$ cat src/psr_pkg.sv
// shared constants and types for the packed simd register file
package psr_pkg;
	localparam int PSR_NUM_REGS = 8;
	localparam int PSR_REG_W = 64;
	localparam int PSR_IDX_W = 3;
	localparam int PSR_HALF_W = 32;
	localparam int PSR_BYTE_W = 8;
	localparam int PSR_NUM_SIZES = 4;
	localparam int PSR_INSTR_COUNT = 57;
	localparam logic [63:0] PSR_REG_RESET = 64'h0;
	localparam logic [31:0] PSR_HALF_ZERO = 32'h0;

	// lane size: bytes, words, doublewords, quadword
	typedef enum logic [1:0] {
		PSR_SZ_BYTE,
		PSR_SZ_WORD,
		PSR_SZ_DWORD,
		PSR_SZ_QWORD
	} psr_size_t;

	typedef enum logic [3:0] {
		PSR_OP_MOVE_Q,
		PSR_OP_MOVE_D,
		PSR_OP_STORE_Q,
		PSR_OP_STORE_D,
		PSR_OP_ADD,
		PSR_OP_ADD_SS,
		PSR_OP_ADD_US,
		PSR_OP_SUB,
		PSR_OP_SUB_SS,
		PSR_OP_SUB_US,
		PSR_OP_AND,
		PSR_OP_ANDN,
		PSR_OP_OR,
		PSR_OP_XOR,
		PSR_OP_CMP_EQ,
		PSR_OP_CMP_GT
	} psr_op_t;
endpackage

$ cat src/psr_register_file.sv
// packed simd register file aliased with the fp data stack, with lane alu
// ----------------------------------------------------------------------
module psr_register_file
	import psr_pkg::*;
(
	input wire logic ref_clk,
	input wire logic srst,
	input wire logic ce,
	input wire logic op_valid,
	input wire psr_op_t op_code,
	input wire psr_size_t op_size,
	input wire logic [PSR_IDX_W-1:0] dst_idx,
	input wire logic [PSR_IDX_W-1:0] src_idx,
	input wire logic src_is_ext,
	input wire logic [PSR_REG_W-1:0] ext_data,
	input wire logic fp_wr_en,
	input wire logic [PSR_IDX_W-1:0] fp_wr_idx,
	input wire logic [PSR_REG_W-1:0] fp_wr_data,
	input wire logic [PSR_IDX_W-1:0] fp_rd_idx,
	output logic res_valid,
	output logic [PSR_REG_W-1:0] res_data,
	output logic [PSR_REG_W-1:0] fp_rd_data
);
	// ------------------------------------------------------------------
	// operand fetch
	// ------------------------------------------------------------------
	logic [PSR_REG_W-1:0] regs [PSR_NUM_REGS];
	logic [PSR_REG_W-1:0] next_regs [PSR_NUM_REGS];
	logic [PSR_REG_W-1:0] opa;
	logic [PSR_REG_W-1:0] opb;
	wire logic [PSR_REG_W-1:0] lane_res [PSR_NUM_SIZES];
	logic [PSR_REG_W-1:0] alu_res;
	logic [PSR_REG_W-1:0] next_res_data;
	logic [PSR_REG_W-1:0] next_fp_rd_data;
	logic next_res_valid;
	logic accepted;

	function automatic logic op_writes(input psr_op_t op);
		op_writes = (op != PSR_OP_STORE_Q) && (op != PSR_OP_STORE_D);
	endfunction

	assign accepted = ce && op_valid;
	// destination is also the first source; index picks a register directly
	assign opa = regs[dst_idx];
	assign opb = src_is_ext ? ext_data : regs[src_idx];

	// ------------------------------------------------------------------
	// lane alu, one slice per lane size
	// ------------------------------------------------------------------
	for (genvar g = 0; g < PSR_NUM_SIZES; g++)
	begin : g_size
		localparam int W = PSR_BYTE_W << g;
		localparam int N = PSR_NUM_REGS >> g;
		for (genvar l = 0; l < N; l++)
		begin : g_lane
			logic [W-1:0] x;
			logic [W-1:0] y;
			logic [W:0] sum;
			logic [W:0] dif;
			logic [W-1:0] q;
			logic s_ovf;
			logic d_ovf;
			logic [W-1:0] smax;
			logic [W-1:0] smin;
			assign x = opa[l*W +: W];
			assign y = opb[l*W +: W];
			assign sum = {1'b0, x} + {1'b0, y};
			assign dif = {1'b0, x} - {1'b0, y};
			assign s_ovf = (x[W-1] == y[W-1]) && (sum[W-1] != x[W-1]);
			assign d_ovf = (x[W-1] != y[W-1]) && (dif[W-1] != x[W-1]);
			assign smax = {1'b0, {(W-1){1'b1}}};
			assign smin = {1'b1, {(W-1){1'b0}}};
			always_comb
			begin
				// carries leave the lane and set nothing
				case (op_code)
					PSR_OP_ADD: q = sum[W-1:0];
					PSR_OP_SUB: q = dif[W-1:0];
					PSR_OP_ADD_SS: q = s_ovf ? (x[W-1] ? smin : smax) : sum[W-1:0];
					PSR_OP_SUB_SS: q = d_ovf ? (x[W-1] ? smin : smax) : dif[W-1:0];
					PSR_OP_ADD_US: q = sum[W] ? {W{1'b1}} : sum[W-1:0];
					PSR_OP_SUB_US: q = dif[W] ? {W{1'b0}} : dif[W-1:0];
					PSR_OP_CMP_EQ: q = {W{x == y}};
					PSR_OP_CMP_GT: q = {W{$signed(x) > $signed(y)}};
					default: q = x;
				endcase
			end
			assign lane_res[g][l*W +: W] = q;
		end
	end

	always_comb
	begin
		// the instruction casts the register to its lane size
		case (op_code)
			PSR_OP_MOVE_Q: alu_res = opb;
			PSR_OP_STORE_Q: alu_res = opa;
			PSR_OP_MOVE_D: alu_res = {PSR_HALF_ZERO, opb[PSR_HALF_W-1:0]};
			PSR_OP_STORE_D: alu_res = {PSR_HALF_ZERO, opa[PSR_HALF_W-1:0]};
			PSR_OP_AND: alu_res = opa & opb;
			PSR_OP_ANDN: alu_res = ~opa & opb;
			PSR_OP_OR: alu_res = opa | opb;
			PSR_OP_XOR: alu_res = opa ^ opb;
			default: alu_res = lane_res[op_size];
		endcase
	end

	// ------------------------------------------------------------------
	// shared storage update
	// ------------------------------------------------------------------
	always_comb
	begin
		next_regs = regs;
		next_res_valid = res_valid;
		next_res_data = res_data;
		next_fp_rd_data = fp_rd_data;
		if (ce)
		begin
			// fp stack writes land in the same cells; simd write wins a tie
			if (fp_wr_en)
				next_regs[fp_wr_idx] = fp_wr_data;
			if (accepted && op_writes(op_code))
				next_regs[dst_idx] = alu_res;
			next_res_valid = accepted;
			// register values leave only as result data or fp read data, never as an address
			next_res_data = accepted ? alu_res : res_data;
			next_fp_rd_data = regs[fp_rd_idx];
		end
	end

	// no mode bits and no flags exist beyond the storage itself
	always_ff @(posedge ref_clk)
	begin
		if (srst)
		begin
			for (int i = 0; i < PSR_NUM_REGS; i++)
				regs[i] <= PSR_REG_RESET;
			res_valid <= 1'b0;
			res_data <= PSR_REG_RESET;
			fp_rd_data <= PSR_REG_RESET;
		end
		else
		begin
			regs <= next_regs;
			res_valid <= next_res_valid;
			res_data <= next_res_data;
			fp_rd_data <= next_fp_rd_data;
		end
	end

	// ------------------------------------------------------------------
	// assertions
	// ------------------------------------------------------------------
	logic [PSR_IDX_W-1:0] last_dst;
	always_ff @(posedge ref_clk)
	begin
		if (srst)
			last_dst <= '0;
		else if (accepted)
			last_dst <= dst_idx;
	end
endmodule

$ cat config.mk
export PLATFORM = sky130hd
export DESIGN_NAME = psr_register_file
export DESIGN_NICKNAME = d
export VERILOG_FILES = /design/src/psr_pkg.sv /design/src/psr_register_file.sv
export SDC_FILE = /design/constraint.sdc
export NUM_CORES = 2
export LEC_CHECK = 0
export BUFFER_PORTS_ARGS = -buffer_cell sky130_fd_sc_hd__buf_4
export CAP_MARGIN = 10
export CORE_MARGIN = 2
export CORE_UTILIZATION = 30
export DETAILED_ROUTE_END_ITERATION = 10
export GPL_TIMING_DRIVEN = 0
export PLACE_DENSITY = 0.42
export SLEW_MARGIN = 5
export SYNTH_ARGS = -nofsm -noshare
export SYNTH_HDL_FRONTEND = slang
export SYNTH_SLANG_ARGS = --single-unit
$ cat constraint.sdc
create_clock -name ref_clk -period 19.19 [get_ports ref_clk]
set_input_delay 2.8785 -clock ref_clk [delete_from_list [all_inputs] [get_ports ref_clk]]
set_output_delay 2.8785 -clock ref_clk [all_outputs]
set_load 0.02 [all_outputs]
Yosys cells after proc, flatten, opt, wreduce, memory -nomap -nowiden
Cells that the tools add are included.
{ "totals": {"ff_bits": 641, "input_bits": 152, "elab_cells": 301} }
{ "op_classes": {"addsub": 30, "magnitude_cmp": 22, "n_eq_ne": 78, "muxes": 113, "bitwise_logic": 10, "n_reduce_logical": 37} }
{ "op_table": {"columns": ["cell", "n"], "rows": [
  ["two-way mux 512 bit", 3],
  ["bitwise mux 512 bit", 2],
  ["two-way mux 64 bit", 16],
  ["one-hot mux 64 bit (8 select lines)", 2],
  ["binary-select mux 64 bit (select 3 bit)", 3],
  ["one-hot mux 16 bit (8 select lines)", 4],
  ["one-hot mux 32 bit (8 select lines)", 2],
  ["one-hot mux 8 bit (8 select lines)", 8],
  ["demux 64 bit (select 3 bit)", 2],
  ["two-way mux 16 bit", 20],
  ["two-way mux 32 bit", 10],
  ["two-way mux 8 bit", 40],
  ["bitwise AND 64 bit", 2],
  ["binary-select mux 64 bit (select 2 bit)", 1],
  ["adder 8 x 8 -> 9 bit", 8],
  ["subtractor 8 x 8 -> 9 bit", 8],
  ["adder 16 x 16 -> 17 bit", 4],
  ["subtractor 16 x 16 -> 17 bit", 4],
  ["adder 32 x 32 -> 33 bit", 2],
  ["subtractor 32 x 32 -> 33 bit", 2],
  ["adder 64 x 64 -> 65 bit", 1],
  ["subtractor 64 x 64 -> 65 bit", 1],
  ["equality test 16 bit", 4],
  ["equality test 32 bit", 2],
  ["24 further kinds", 139]
]} }

Longest topological paths before layout
{ "logic_depth": {"depth_word": 16, "mapped_depth": 35} }

Least setup slack after synthesis
OpenSTA, ideal clock, no wires.
{ "synth_path": {"kind": "input port to flip-flop", "from": "input port src_idx[0]", "to": "register regs[163] (netlist name)", "setup_ns": 0.119, "arrival_ns": 9.854, "setup_slack_ns": 9.218, "stages": 32, "path_buffers": 9, "path_cell_list": "buf_2 -> buf_2 -> buf_2 -> buf_2 -> buf_2 -> clkbuf_1 -> mux4_2 -> mux2i_1 -> nor2_1 -> a21oi_1 -> ha_1 -> buf_6 -> inv_1 -> a21oi_1 -> o21ai_1 -> a21boi_0 -> o21a_1 -> o21a_1 -> nor3_1 -> nor2_1 -> fa_1 -> inv_1 -> a21oi_1 -> o21ai_0 -> or3_1 -> clkbuf_1 -> a221o_1 -> o21ai_0 -> a21oi_1 -> a2111o_1 -> buf_2 -> o221a_2"} }
{ "synth_between": {"elab_chain_len": 16, "word_cells_on_any_way": 73, "classes_between": "8 x add/sub; 4 x order compare; 18 x eq/ne; 30 x mux; 5 x bitwise; 8 x reduce/logical"} }
{ "synth_lines": {"columns": ["item", "line", "source"], "rows": [
  ["from (decl)", "psr_register_file.sv:13", "input wire logic [PSR_IDX_W-1:0] src_idx,"],
  ["inverter 3 -> 4 bit (implied by the code) *", "psr_register_file.sv:45", "assign opb = src_is_ext ? ext_data : regs[src_idx];"],
  ["binary-select mux 64 bit (select 3 bit) *", "psr_register_file.sv:45", null],
  ["two-way mux 64 bit (implied by the code) * (2 in series)", "psr_register_file.sv:45", null],
  ["two-way mux 64 bit *", "psr_register_file.sv:45", null],
  ["subtractor 64 x 64 -> 65 bit (tied with other cells)", "psr_register_file.sv:68", "assign dif = {1'b0, x} - {1'b0, y};"],
  ["inequality test 1 bit (on tied branches)", "psr_register_file.sv:70, psr_register_file.sv:69", null],
  ["logical AND 1 bit (on tied branches)", "psr_register_file.sv:70, psr_register_file.sv:69", null],
  ["two-way mux 64 bit (tied with other cells)", "psr_register_file.sv:80", "PSR_OP_SUB_SS: q = d_ovf ? (x[W-1] ? smin : smax) : dif[W-1:0];"],
  ["one-hot mux 64 bit (8 select lines) (tied with other cells)", "psr_register_file.sv:76", "case (op_code)"],
  ["binary-select mux 64 bit (select 2 bit)", "psr_register_file.sv:104", "default: alu_res = lane_res[op_size];"],
  ["two-way mux 64 bit (implied by the code) (2 in series)", "psr_register_file.sv:104", null],
  ["one-hot mux 64 bit (8 select lines) *", "psr_register_file.sv:95", "case (op_code)"],
  ["bitwise mux 512 bit *", "psr_register_file.sv:123", "next_regs[dst_idx] = alu_res;"],
  ["two-way mux 512 bit *", "psr_register_file.sv:122", "if (accepted && op_writes(op_code))"],
  ["to (signal assigned)", "psr_register_file.sv:144", "regs <= next_regs;"],
  ["to (decl)", "psr_register_file.sv:27", "logic [PSR_REG_W-1:0] regs [PSR_NUM_REGS];"]
]} }
Every way passes the cells marked *; elsewhere a longest branch is shown, timed or not. The select of a mux whose other input is x is not followed.
A chain may end at the register's enable or synchronous reset.

Worst setup path in the final report
{ "layout_path": {"from": "input port src_idx[1]", "to": "register regs[461] (netlist name)"} }
Same word-level chain as after synthesis.

==> flow_metrics.tcl <==
set metrics [dict create \
    status "complete, but fails checks" \
    violations "capacitance limit, slew limit" \
    p_int_mw 2.716 \
    slew_headroom_pct -3.758 \
    hold_slack_ns 0.4660 \
    worst-path-buf-inv 10 \
    cp_top_family "buffers and inverters" \
    synth-seq-cells 641 \
    fill_cells 21903 \
    slowest_stage "clkbuf_1" \
    setup_tns_ns 0 \
    grt_pass1_wl_um 735200 \
    cp_common_cell "buf_2" \
    yosysSeqAreaShare_pct 20.86 \
    power_density_nw_per_um2 70.82 \
    track_usage_pct 52.28 \
    setup_violations 0 \
    ys.flop_type "dfxtp_1" \
    antenna_found_initial 70 \
    ios 281 \
    worstPathRequired_ns 19.73 \
    cts_setup_buffers 0 \
    clock_path_buffers 3 \
    synthMuxAreaShare_pct 13.96 \
    routed_wl_um 571200 \
    synthToLayoutAreaGrowth_pct 16.27 \
    p_seq_share_pct 28.4 \
    drive_above_1_share_pct 17.55 \
    period_minus_slack_ns 17.10 \
    grt_pass1_vias 74275 \
    max-cap-violations 6 \
    dp.final_hpwl_um 442400 \
    clkLatencyLatePin_ns 0.73 \
    path_max_fanout 11 \
    nets 8627 \
    fp.coreArea_um2 204200 \
    synth_warnings 0 \
    start_util_pct 30.13 \
    via_count 82436 \
    multi_input_area_um2 45380 \
    die-width_um 456.9 \
    drt_iter0_markers 15293 \
    antenna_left 0 \
    synth_area_um2 61520 \
    seq_area_um2 12830 \
    arrival_ns 17.64 \
    async_reset_ff_share_pct 0 \
    die_h_um 456.9 \
    maxSlewViolCount 55 \
    yosys.area_share.simple_pct 13.09 \
    drt-pass1-iter-count 9 \
    tightest_slew_ns 1.556 \
    p_switching_mw 2.349 \
    final_util_pct 35.03 \
    rows 166 \
    dieArea_um2 208700 \
    hold_viol 0 \
    p_comb_share_pct 42.4 \
    r2r_setup_slack_ns 7.48 \
    port_buffers 266 \
    worstHoldPathType "register to register" \
    worstSetupEndpointType "register" \
    peakVddDrop_uv 71.95 \
    max_freq_mhz 58.47 \
    cts.sinks 641 \
    drt-vias-per-instance 7.469 \
    htree_levels 3 \
    clock_skew_ns 0.02941 \
    critical_path_class "input port to register" \
    grt_start_max_net_pins 16 \
    cts_root_buffer "clkbuf_16" \
    synth_compound_area_share_pct 38.10 \
    path_clk_slew_ns 0.07 \
    postSynthCellCount 7778 \
    synth.avg_cell_area_um2 7.910 \
    syn-num-nets 8161 \
    synth_top_family_by_area "compound AO/OA/AOI/OAI gates" \
    p_leak_nw 26.16 \
    cts_tree "built" \
    synth_fa_ha_area_share_pct 5.076 \
    wl_per_cell_um 51.76 \
    grt.overflow.total 0 \
    fin_crit_sh_pct 89.13 \
    slowest_delay_ns 0.95 \
    place_congestion 1.073 \
    cts_resized 0 \
    cts_buffers 71 \
    synthXorXnorAreaFrac_pct 2.790 \
    synthDistinctLibCells 119 \
    drc 0 \
    power_switching_share_pct 46.38 \
    start_kind "input port" \
    rsz0062_at_grt "no" \
    pwr-share-clk_pct 29.3 \
    ctsHoldBuffers 0 \
    synth_enable_flop_cells 0 \
]
kinds of logic (layout without fill, tap and decap cells):
family / after synthesis / after routing
other: 0 / 52
and+or+nand+nor: 1751 / 1751
buffers and inverters: 959 / 1478
DFF: 641 / 641
xor gates and xnor gates: 196 / 196
muxes: 507 / 507
AOI/OAI and AO/OA: 3493 / 3493
adders and majority gates: 231 / 231
sequential cells by signal (all words and copies together) (netlist names):
signal	count
fp_rd_data	64
regs	512
res_data	64
res_valid	1
layer usage:
metal | routed length [µm] | vias up | GRT usage (%)
met5 | 324 | - | 0.2985
met4 | 60310 | 37 | 44.68
met3 | 74550 | 2321 | 20.50
met2 | 229500 | 7893 | 73.46
met1 | 206500 | 41127 | 61.86
li1 | - | 31058 | -
synth_stat cells (48+ instances only):
cell	count	share of area, %
a21oi_1	1213	9.9
nor2_1	653	4.0
o21ai_0	649	5.3
dfxtp_1	641	21
clkbuf_1	540	3.3
nand2_1	502	3.1
mux4_2	277	10
o221a_2	270	4.9
inv_1	221	1.3
ha_1	200	4.1
mux2i_1	200	3.3
xnor2_1	172	2.4
a22oi_1	152	1.9
a211oi_1	124	1.5
a31oi_1	123	1.3
nor3_1	116	0.94
a221oi_1	101	1.4
o22ai_1	95	0.97
buf_1	91	0.56
nand3_1	84	0.68
buf_2	72	0.59
o221ai_1	69	0.98
o211ai_1	68	0.83
o21a_1	62	0.76
o31ai_1	57	0.70
nand4_1	54	0.55
nor4_1	52	0.53
and3_1	50	0.51
a21o_1	48	0.59
worst paths after layout:
path                  to  cells past startpoint         from
max            regs[461]                     33   src_idx[1]
min          res_data[5]                      2  res_data[5]
max reg2reg    regs[461]                     26     regs[79]
min reg2reg  res_data[5]                      2  res_data[5]
through the flow:
| step | instance area (µm²) | total power [mW] | worst slack [ns] | std cells |
|---|---|---|---|---|
| 6_report | 71530 | 5.065 | 2.086 | 11037 |
| 3_3_place_gp | 66880 | 3.390 | -0.05416 | 10732 |
| 3_5_place_dp | 68940 | 3.440 | 2.484 | 10847 |
| 2_1_floorplan | 61520 | 2.436 | 9.218 | 7778 |
| 4_1_cts | 71230 | 4.873 | 3.180 | 10973 |
| 5_1_grt | 71420 | 5.066 | 2.387 | 10992 |
worst reg2reg max path: stages, from the launching register on:
cell and delay, ns:
dfxtp_1 0.36, mux4_2 0.49, mux2i_1 0.74, nor2_1 0.12, a21oi_1 0.91, ha_1 0.38, buf_2 0.18, clkbuf_1 0.35
nor3_1 0.35, nor3_1 0.08, a211oi_1 0.52, a31oi_1 0.56, o2111a_1 0.50, nor2_1 0.41, a21oi_1 0.26, fa_1 0.69
a21o_1 0.14, buf_2 0.48, o211ai_1 0.49, nor2_1 0.82, buf_2 0.56, buf_4 0.45, nor2_1 0.13, o21ai_0 0.19
a32oi_1 0.25, o22ai_1 0.91, a21oi_1 0.17
cell usage in the layout (no fill, tap or decap), drive strengths merged, types with 105 or more instances in the layout:
cell | Yosys | layout
a211oi | 127 | 127
a21oi | 1223 | 1223
a221oi | 105 | 105
a22oi | 156 | 156
a31oi | 130 | 130
buf | 181 | 569
clkbuf | 540 | 643
dfxtp | 641 | 641
ha | 200 | 200
inv | 224 | 224
mux2i | 201 | 201
mux4 | 277 | 277
nand2 | 502 | 502
nor2 | 657 | 657
nor3 | 119 | 119
o21ai | 671 | 671
o221a | 293 | 293
xnor2 | 172 | 172
layout make-up:
type	instances	share of cell area [%]
Timing Repair Buffer	393	5.108
Clock buffer	99	2.844
Multi-Input combinational cell	6178	63.44
Inverter	238	1.249
Tap cell	2688	4.702
Clock inverter	27	0.3498
Sequential cell	641	17.94
Buffer	721	4.186
Antenna cell	52	0.1819
power by group through the flow:
stage	combinational [mW]	clock [mW]	sequential, mW
global placement	1.93	0	1.46
finish	2.15	1.48	1.44
detailed placement	1.98	0	1.46
floorplan	0.980	0	1.46
global route	2.13	1.50	1.44
CTS	1.98	1.46	1.43
(Power assumes the default switching activity.)
